### src/design/tmz_regs.svh
// Purpose: register map, field positions, reset values and timing of the timer
// Assumes: one clk at 50 MHz, registers reached over a plain strobe port
// Notes:   included by its bare name; definitions only
`ifndef TMZ_REGS_SVH
`define TMZ_REGS_SVH

`define TMZ_ADDR_COUNT      9'h001
`define TMZ_ADDR_COUNT_MIR  9'h101
`define TMZ_ADDR_INTCTL     9'h00b
`define TMZ_ADDR_INTCTL_M1  9'h08b
`define TMZ_ADDR_INTCTL_M2  9'h10b
`define TMZ_ADDR_INTCTL_M3  9'h18b
`define TMZ_ADDR_OPTION     9'h081
`define TMZ_ADDR_OPTION_MIR 9'h181
`define TMZ_ADDR_PORTA_DIR  9'h085

`define TMZ_BIT_OVF_FLAG    2
`define TMZ_BIT_OVF_EN      5

`define TMZ_RST_COUNT       8'h00
`define TMZ_RST_INTCTL      8'h00
`define TMZ_RST_OPTION      8'hff
`define TMZ_RST_PORTA_DIR   6'h3f

`define TMZ_CLK_NS          20
`define TMZ_INSTR_NS        200
`define TMZ_INSTR_CYC       ((`TMZ_INSTR_NS) / (`TMZ_CLK_NS))

`endif

### src/design/tmz_pkg.sv
// Purpose: types shared by the timer modules
// Assumes: field layouts match the register map header
// Notes:   option struct mirrors the option register bit order
package tmz_pkg;

	typedef enum logic [1:0] {
		TMZ_INH_IDLE  = 2'b00,
		TMZ_INH_HOLD2 = 2'b01,
		TMZ_INH_HOLD1 = 2'b11
	} tmz_inh_e;

	typedef enum logic [2:0] {
		TMZ_SEL_NONE,
		TMZ_SEL_COUNT,
		TMZ_SEL_INTCTL,
		TMZ_SEL_OPTION,
		TMZ_SEL_PORTA
	} tmz_sel_e;

	typedef struct packed {
		logic [8:0] addr;
		logic [7:0] wrData;
		logic       wrStrobe;
		logic       rdStrobe;
	} tmz_bus_req_s;

	typedef struct packed {
		logic       pullupOff;
		logic       intEdge;
		logic       clockSourceSelect;
		logic       countEdgeSelect;
		logic       dividerAssignment;
		logic [2:0] dividerRatio;
	} tmz_option_s;

	typedef struct packed {
		logic meta;
		logic sync;
		logic prev;
	} tmz_sync_state_s;

	typedef struct packed {
		logic [7:0] cnt;
	} tmz_div_state_s;

	typedef struct packed {
		logic [7:0]  count;
		logic [7:0]  intCtl;
		tmz_option_s option;
		logic [5:0]  portADir;
		tmz_inh_e    inh;
		logic [7:0]  instrCnt;
		logic [7:0]  rdData;
		logic        irq;
		logic        wdtTimeout;
	} tmz_state_s;

endpackage : tmz_pkg

### src/design/tmz_divider.sv
// Purpose: shared power-of-two divider for timer or watchdog
// Assumes: tickIn is a one-cycle pulse
// Notes:   count cannot be read or loaded; a write to the timer count clears it when ahead of the timer
`timescale 1ns/1ps
module tmz_divider import tmz_pkg::*; #(
	parameter int W = 8
) (
	input  wire logic       clk,
	input  wire logic       reset,
	input  wire logic       tickIn,
	input  wire logic       clear,
	input  wire logic       toWatchdog,
	input  wire logic [2:0] ratio,
	output logic            tickOut
);
	tmz_div_state_s state;
	tmz_div_state_s next_state;
	logic [3:0]     shift;
	logic [W-1:0]   mask;

	function automatic logic [W-1:0] lowMask(input logic [3:0] n);
		logic [W:0] m;
		m = ({{W{1'b0}}, 1'b1} << n) - {{W{1'b0}}, 1'b1};
		return m[W-1:0];
	endfunction : lowMask

	// one extra stage when ahead of the timer gives 1:2..1:256
	assign shift   = {1'b0, ratio} + {3'b000, ~toWatchdog};
	assign mask    = lowMask(shift);
	assign tickOut = tickIn && !clear && ((state.cnt & mask) == mask);

	// clear beats a tick in the same cycle
	always_comb begin
		next_state = state;
		if (clear) begin
			next_state.cnt = '0;
		end else if (tickIn) begin
			next_state.cnt = state.cnt + 8'h01;
		end
	end

	always_ff @(posedge clk or posedge reset) begin
		if (reset) begin
			state <= '0;
		end else begin
			state <= next_state;
		end
	end
endmodule : tmz_divider

### src/design/tmz_edge_sync.sv
// Purpose: two-stage synchroniser and edge detector for the count pin
// Assumes: pin may change at any time
// Notes:   first stage feeds only the second stage
`timescale 1ns/1ps
module tmz_edge_sync import tmz_pkg::*; (
	input  wire logic clk,
	input  wire logic reset,
	input  wire logic pin,
	output logic      risePulse,
	output logic      fallPulse
);
	tmz_sync_state_s state;
	tmz_sync_state_s next_state;

	// shift chain; edges are judged on the settled stages only
	always_comb begin
		next_state      = state;
		next_state.meta = pin;
		next_state.sync = state.meta;
		next_state.prev = state.sync;
	end

	always_ff @(posedge clk or posedge reset) begin
		if (reset) begin
			state <= '0;
		end else begin
			state <= next_state;
		end
	end

	assign risePulse = state.sync & ~state.prev;
	assign fallPulse = ~state.sync & state.prev;
endmodule : tmz_edge_sync

### src/design/tmz_timer.sv
// Purpose: 8-bit timer/counter with shared divider and overflow interrupt
// Assumes: bus strobes one cycle long; count pin sampled on clk
// Notes:   instruction cycle is an enable pulse from an internal divider
`timescale 1ns/1ps
`include "tmz_regs.svh"
module tmz_timer import tmz_pkg::*; #(
	parameter int INSTR_CYC = `TMZ_INSTR_CYC
) (
	input  wire logic         clk,
	input  wire logic         reset,
	input  wire tmz_bus_req_s busReq,
	output logic [7:0]        rdData,
	input  wire logic         extCountPin,
	input  wire logic         sleepMode,
	input  wire logic         wdtTick,
	input  wire logic         wdtClear,
	output logic              wdtTimeout,
	output logic              irq,
	output logic [5:0]        portADir
);
	tmz_state_s state;
	tmz_state_s next_state;
	tmz_sel_e   sel;
	logic       instrTick;
	logic       risePulse;
	logic       fallPulse;
	logic       srcTick;
	logic       divIn;
	logic       divClear;
	logic       divOut;
	logic       incTick;
	logic       wrCount;
	logic       ovfSet;

	// address decode; every mirror lands on the same register
	function automatic tmz_sel_e decode(input logic [8:0] a);
		case (a)
			`TMZ_ADDR_COUNT,
			`TMZ_ADDR_COUNT_MIR:  decode = TMZ_SEL_COUNT;
			`TMZ_ADDR_INTCTL,
			`TMZ_ADDR_INTCTL_M1,
			`TMZ_ADDR_INTCTL_M2,
			`TMZ_ADDR_INTCTL_M3:  decode = TMZ_SEL_INTCTL;
			`TMZ_ADDR_OPTION,
			`TMZ_ADDR_OPTION_MIR: decode = TMZ_SEL_OPTION;
			`TMZ_ADDR_PORTA_DIR:  decode = TMZ_SEL_PORTA;
			default:              decode = TMZ_SEL_NONE;
		endcase
	endfunction : decode

	// count pin enters through the synchroniser only
	tmz_edge_sync u_sync (
		.clk       (clk),
		.reset     (reset),
		.pin       (extCountPin),
		.risePulse (risePulse),
		.fallPulse (fallPulse)
	);

	// the one divider, steered by the assignment bit
	tmz_divider #(
		.W (8)
	) u_div (
		.clk        (clk),
		.reset      (reset),
		.tickIn     (divIn),
		.clear      (divClear),
		.toWatchdog (state.option.dividerAssignment),
		.ratio      (state.option.dividerRatio),
		.tickOut    (divOut)
	);

	assign sel       = decode(busReq.addr);
	assign wrCount   = busReq.wrStrobe && (sel == TMZ_SEL_COUNT);
	assign instrTick = (state.instrCnt == 8'(INSTR_CYC - 1));

	// source tick; sleep stops both timer and counter modes
	always_comb begin
		if (sleepMode) begin
			srcTick = 1'b0;
		end else if (state.option.clockSourceSelect) begin
			srcTick = state.option.countEdgeSelect ? fallPulse : risePulse;
		end else begin
			srcTick = instrTick;
		end
	end

	// divider routing; the watchdog keeps its ticks through sleep
	always_comb begin
		if (state.option.dividerAssignment) begin
			divIn    = wdtTick;
			divClear = wdtClear;
			incTick  = srcTick;
		end else begin
			divIn    = srcTick;
			divClear = wrCount;
			incTick  = divOut;
		end
	end

	assign ovfSet = !wrCount && (state.inh == TMZ_INH_IDLE) && incTick
		&& (state.count == 8'hff);

	// all register, counter and bus behaviour
	always_comb begin
		next_state = state;

		// instruction-cycle enable divider
		if (instrTick) begin
			next_state.instrCnt = 8'h00;
		end else begin
			next_state.instrCnt = state.instrCnt + 8'h01;
		end

		// count: a write wins, then the hold-off, then increments
		if (wrCount) begin
			next_state.count = busReq.wrData;
			next_state.inh   = TMZ_INH_HOLD2;
		end else if (state.inh != TMZ_INH_IDLE) begin
			if (instrTick) begin
				case (state.inh)
					TMZ_INH_HOLD2: next_state.inh = TMZ_INH_HOLD1;
					TMZ_INH_HOLD1: next_state.inh = TMZ_INH_IDLE;
					default:       next_state.inh = TMZ_INH_IDLE;
				endcase
			end
		end else if (incTick) begin
			next_state.count = state.count + 8'h01;
		end

		// interrupt control; flag is write-one-to-clear, set wins
		if (busReq.wrStrobe && sel == TMZ_SEL_INTCTL) begin
			next_state.intCtl = busReq.wrData;
			next_state.intCtl[`TMZ_BIT_OVF_FLAG] = state.intCtl[`TMZ_BIT_OVF_FLAG]
				& ~busReq.wrData[`TMZ_BIT_OVF_FLAG];
		end
		if (ovfSet) begin
			next_state.intCtl[`TMZ_BIT_OVF_FLAG] = 1'b1;
		end

		// option changes take effect at once, nothing is reset
		if (busReq.wrStrobe && sel == TMZ_SEL_OPTION) begin
			next_state.option = tmz_option_s'(busReq.wrData);
		end
		if (busReq.wrStrobe && sel == TMZ_SEL_PORTA) begin
			next_state.portADir = busReq.wrData[5:0];
		end

		// read data stand for one cycle only
		next_state.rdData = 8'h00;
		if (busReq.rdStrobe) begin
			case (sel)
				TMZ_SEL_COUNT:  next_state.rdData = state.count;
				TMZ_SEL_INTCTL: next_state.rdData = state.intCtl;
				TMZ_SEL_OPTION: next_state.rdData = state.option;
				TMZ_SEL_PORTA:  next_state.rdData = {2'b00, state.portADir};
				default:        next_state.rdData = 8'h00;
			endcase
		end

		// irq follows the flag in the same cycle it is stored
		next_state.irq = next_state.intCtl[`TMZ_BIT_OVF_FLAG]
			&& next_state.intCtl[`TMZ_BIT_OVF_EN];

		// without the divider the watchdog tick passes straight out
		next_state.wdtTimeout = state.option.dividerAssignment ? divOut : wdtTick;
	end

	// single state register
	always_ff @(posedge clk or posedge reset) begin
		if (reset) begin
			state          <= '0;
			state.count    <= `TMZ_RST_COUNT;
			state.intCtl   <= `TMZ_RST_INTCTL;
			state.option   <= `TMZ_RST_OPTION;
			state.portADir <= `TMZ_RST_PORTA_DIR;
			state.inh      <= TMZ_INH_IDLE;
		end else begin
			state <= next_state;
		end
	end

	assign rdData     = state.rdData;
	assign irq        = state.irq;
	assign wdtTimeout = state.wdtTimeout;
	assign portADir   = state.portADir;
endmodule : tmz_timer

### config.mk
export PLATFORM = sky130hd
export DESIGN_NAME = tmz_timer
export DESIGN_NICKNAME = d
export VERILOG_FILES = /design/src/design/tmz_pkg.sv /design/src/design/tmz_divider.sv /design/src/design/tmz_edge_sync.sv /design/src/design/tmz_timer.sv
export VERILOG_INCLUDE_DIRS = /design/src /design/src/design
export SDC_FILE = /design/constraint.sdc
export NUM_CORES = 1
export LEC_CHECK = 0
export ABC_CLOCK_PERIOD_IN_PS = 6600
export BUFFER_PORTS_ARGS = -buffer_cell sky130_fd_sc_hd__buf_2
export CORE_AREA = 2 2 83 85
export DETAILED_ROUTE_END_ITERATION = 8
export DIE_AREA = 0 0 85 87
export PLACE_DENSITY = 0.86
export SLEW_MARGIN = 15
export SYNTH_ARGS = -nofsm -noshare
export SYNTH_HDL_FRONTEND = slang
export SYNTH_SLANG_ARGS = --single-unit
### constraint.sdc
create_clock -name clk -period 6.6 [get_ports clk]
set_input_delay 0 -clock clk [delete_from_list [all_inputs] [get_ports clk]]
set_output_delay 0 -clock clk [all_outputs]
set_load 0.005 [all_outputs]
# [Yosys cells after proc, flatten, opt, wreduce, memory -nomap -nowiden]
# Index checks and enable logic that the tools add are counted.
[word_totals] register_bits=61 word_cells=96 output_inout_bits=16
[classes] n_reduce_logical=23 eq_ne=18 add_sub_neg=5 muxes=22 n_bitwise=8 shift=1
[ops] cell="$mux W8" count=7
[ops] cell="$eq A9 B9 Y1 const B" count=4
[ops] cell="$pmux W8 S4" count=1
[ops] cell="$eq A9 B8 Y1 const B" count=3
[ops] cell="$add A8 B1 Y8 const B" count=3
[ops] cell="$pmux W3 S4" count=1
[ops] cell="$logic_and A1 B1 Y1" count=10
[ops] cell="$reduce_bool A2 Y1" count=5
[ops] cell="$eq A9 B1 Y1 const B" count=1
[ops] cell="$eq A9 B4 Y1 const B" count=1
[ops] cell="$and A8 B8 Y8" count=1
[ops] cell="$eq A8 B4 Y1 const B" count=1
[ops] cell="$eq A8 B8 Y1" count=1
[ops] cell="$eq A8 B8 Y1 const B" count=1
[ops] cell="$mux W1" count=8
[ops] cell="$mux W2" count=4
[ops] cell="$shl A1 B4 Y8 const A" count=1
[ops] cell="$sub A8 B1 Y8 const B" count=1
[ops] cell="$eq A3 B2 Y1 const B" count=2
[ops] cell="$mux W6" count=1
[ops] cell="$add A3 B1 Y4" count=1
[ops] cell="$not A1 Y1" count=4
[ops] cell="$reduce_and A2 Y1" count=2
[ops] cell="$reduce_or A2 Y1" count=2
[ops] cell="other kinds (8)" count=11

# [Logic depth before layout (Yosys ltp)]
[depth] ltp_word=14 depth_mapped=17

# [Modules after synthesis]
# A second synthesis with hierarchy kept.
[hier_totals] hier_cells=341 area_unflattened_um2=3564.7
[by_module_without_submodules] mod="tmz_timer" cells_per_inst=232 area_each_um2=2611.3 instances=1 seq_area_each_um2=1268.7
[by_module_without_submodules] mod="tmz_divider" cells_per_inst=103 area_each_um2=859.6 instances=1 seq_area_each_um2=200.2
[by_module_without_submodules] mod="tmz_edge_sync" cells_per_inst=6 area_each_um2=93.8 instances=1 seq_area_each_um2=75.1

# [Least setup slack after synthesis]
# OpenSTA, ideal clock, no wires.
[synth_path] kind="reg-to-reg" start="reg state[29] (netlist name)" end="reg state (netlist bit irq)" t_required_ns=6.522 setup_ns=0.078 arrival_ns=3.789 stages_incl_launch_ff=18 period_less_slack_ns=3.867 setup_slack_ns=2.733 n_path_buf=2 path_cell_list="dfstp_2 clkbuf_1 inv_1 ha_1 ha_1 clkbuf_1 and2_1 a21oi_1 nand3b_1 ha_1 inv_1 a311o_1 xnor2_1 o22ai_1 nor3_2 a32oi_4 or3b_1 a21boi_1"
[synth_rtl] item="start, declared" line="tmz_timer.sv:21" text="tmz_state_s state;"
[synth_rtl] item="start signal, assigned" line="tmz_timer.sv:179" text="state <= next_state;"

==> reports/qor.txt <==
Status = finished, final reports clean
IO Pins = 41
Delay of the slowest cell on the worst path = 0.65 ns
Worst-path clk slew = 0.08 ns
DRC = 0
Largest net degree at the start of global routing = 62
Detailed placement HPWL = 5.165 mm
Post-DRT Antenna Nets = 0
Fin crit period = 3.928 ns
Mapped Area = 3512 µm²
Syn_nets = 378
Unique masters post-synth = 57
Mean Syn Cell Area = 10.18 µm²
Actual slew at the worst max-slew pin = 1.100 ns
WS Path Type = flip-flop to flip-flop
Initial antenna violation count = 0
CTS Buf Count = 9
Drt total wl = 7.650 mm
Clk sinks = 61
Worst rel slew slack = 0.2649
Global route overflow = 0
Post_cts resized = 0
Synth warn = 0
Drt wl/cell = 16.35 µm
Fmax = 0.2546 GHz
Max cap viols = 0
Design Power = 0.001048 W
Filler cells = 503
Crit path from = state[29]$_DFFE_PP1P_
Crit-path most repeated cell = ha_1
Post-route setup TNS = 0 ns
Fraction of layout cells with a size suffix above 1 = 0.2912
Final period util = 0.5952
Asr flop ratio synth = 1.000
Leading cell type in the layout, fill and taps excluded = dfrtp_1
ANT cells = 0
Die width = 85 µm
1st-iter DRT viols = 173
Leading cell types in the layout, fill and taps excluded = 47 x dfrtp_1, 40 x buf_2, 38 x nand2_1
H-Tree Level Count = 3
Nets = 416
Startpoint Class = flip-flop
Final RePlAce weighted congestion = 0.8218
Hold WC Path Type = input port to flip-flop
Final setup violation count = 0
Layout area overhead = 15.57%
RSZ-0062 raised after global routing = false
Die area = 7395 µm²
CP cell instances = inv_1 > ha_1 > ha_1 > and2_1 > a21oi_1 > nand3b_1 > ha_1 > inv_1 > a311o_1 > xnor2_1 > o22ai_1 > nor3_2 > a32oi_4 > or3b_1 > a21boi_1
Worst Path Arrival = 4.21 ns
Total GRT Usage = 0.2211
P per Cell Area = 258.2 nW/µm²
Routed via count = 2,750
Clk Latency, worst-skew pair = 0.35 ns
R2r startpoint = state[29]$_DFFE_PP1P_
Worst setup EP type = flip-flop
Vias in the first global route = 2,652
Root Driver = clkbuf_8
Hold Path Origin = wdtTick
IO Port Bufs = 40
WP data required = 6.88 ns
Max Slew Vio Count = 0
Core Region = 6569 µm²
EDFF count, synth = 0
Count of final hold-check violations = 0
First-pass GRT wire length = 12.75 mm
Critical path peak fanout = 10
Leakage = 1.816 nW
Final core occ = 0.6179
Std cell rows = 30
Seq/Total Area, Yosys = 0.4396
First drt pass iteration count = 4
Mapped Cells = 345
Post-synthesis register bit count = 61
Clock skew = 0.01212 ns
Worst path slowest cell = dfstp_2
Clock buffer depth = 2
Drt via density = 5.876
Worst hold margin = 0.03463 ns
CTS tree = done
Die height = 87 µm
Peak VDD IR = 0.1520 mV
Top FF cell, synth = dfrtp_1
Initial Utilization = 0.5347
## path summary, 6_finish.rpt
path | end | slack [ns] | cells past startpoint
worst max register to register | irq$_DFF_PP0_ | 2.67 | 15
worst min register to register | u_sync.next_state[0]$_DFF_PP0_ | 0.35 | 0
max in group asynchronous | u_sync.next_state[0]$_DFF_PP0_ | 5.69 | 4
worst max-delay path | irq$_DFF_PP0_ | 2.67 | 15
min in group asynchronous | u_div.state[6]$_DFFE_PP0P_ | 0.41 | 4
worst min-delay path | wdtTimeout$_DFF_PP0_ | 0.03 | 3
## synth_stat cells (2+ instances only)
master | count | share of area
nor4b_1 | 2 | 0.0050
nor4_1 | 3 | 0.0053
nand3b_1 | 7 | 0.015
inv_1 | 10 | 0.011
buf_2 | 2 | 0.0029
and2_1 | 7 | 0.012
mux2_2 | 30 | 0.096
buf_4 | 14 | 0.030
and3_1 | 5 | 0.0089
ha_1 | 8 | 0.029
a222oi_1 | 2 | 0.0057
dfstp_2 | 14 | 0.10
mux2i_1 | 7 | 0.020
xor2_1 | 4 | 0.010
o21ai_0 | 14 | 0.020
nor3b_1 | 5 | 0.011
a21oi_1 | 15 | 0.021
clkbuf_1 | 9 | 0.0096
o31ai_1 | 4 | 0.0086
or3_1 | 4 | 0.0071
nand2_1 | 38 | 0.041
xnor2_1 | 10 | 0.025
nand2b_1 | 6 | 0.011
dfrtp_1 | 47 | 0.33
nor2_1 | 18 | 0.019
a22oi_1 | 7 | 0.015
nor2b_1 | 6 | 0.011
nand3_1 | 13 | 0.019
nor3_1 | 6 | 0.0086
## layout make-up
type / instances / area, µm² / area share
timing repair buffer: 53 / 325.3 / 0.08015
multi-input combinational: 248 / 1783 / 0.4393
clock buffer: 9 / 123.9 / 0.03052
tap: 80 / 100.1 / 0.02466
sequential: 61 / 1544 / 0.3804
inverter: 10 / 37.54 / 0.009248
clock inverter: 7 / 145.1 / 0.03576
## critical path, delay by kind of cell, from the launching register on
kind,cells,cell delay [ns]
xor+xnor,1,0.18
flops,1,0.65
compound gates,5,1.06
fa+ha+maj,3,0.68
buf+inv,2,0.19
simple gates,4,1.08
## metal layers
metal	wire [µm]	global-route usage	vias to the layer above
met5	0	0	-
li1	-	-	1298
met3	318	0.04739	18
met2	3858	0.3537	75
met4	189	0.1241	0
met1	3285	0.2794	1359
## registers in the layout, indices dropped and copies added, names as in the netlist
name               flops
state                 34
rdData                 8
u_div.state            8
portADir               6
u_sync.next_state      2
irq                    1
u_sync.state           1
wdtTimeout             1
## power by group
| part | internal (W) | switching, W | total (W) |
|---|---|---|---|
| registers | 0.000400 | 0.0000266 | 0.000427 |
| clock network | 0.000291 | 0.000156 | 0.000447 |
| logic | 0.0000848 | 0.0000891 | 0.000174 |
| total | 0.000776 | 0.000272 | 0.00105 |
## timing repair
item                                   4_1_cts  5_1_grt
buffers inserted                             0        0
hold buffers                                11        0
endpoints found under the hold margin       79        0
## stage by stage
stage | cell area, µm² | setup WS, ns | instances
5_1_grt | 4059 | 2.360 | 468
2_1_floorplan | 3512 | 2.733 | 345
4_1_cts | 4059 | 2.677 | 468
3_5_place_dp | 3680 | 2.703 | 441
6_report | 4059 | 2.672 | 468
3_3_place_gp | 3680 | 2.849 | 441
## logic make-up after synthesis
family	Yosys count	synth area share
buffers and inverters	36	0.05451
AND/OR/NAND/NOR	132	0.2109
adder cells (fa/ha/maj)	8	0.02850
AO/OA/AOI/OAI	57	0.1154
flip-flops	61	0.4396
multiplexers	37	0.1161
XOR/XNOR	14	0.03491
Power figures use the tool's default switching activity.
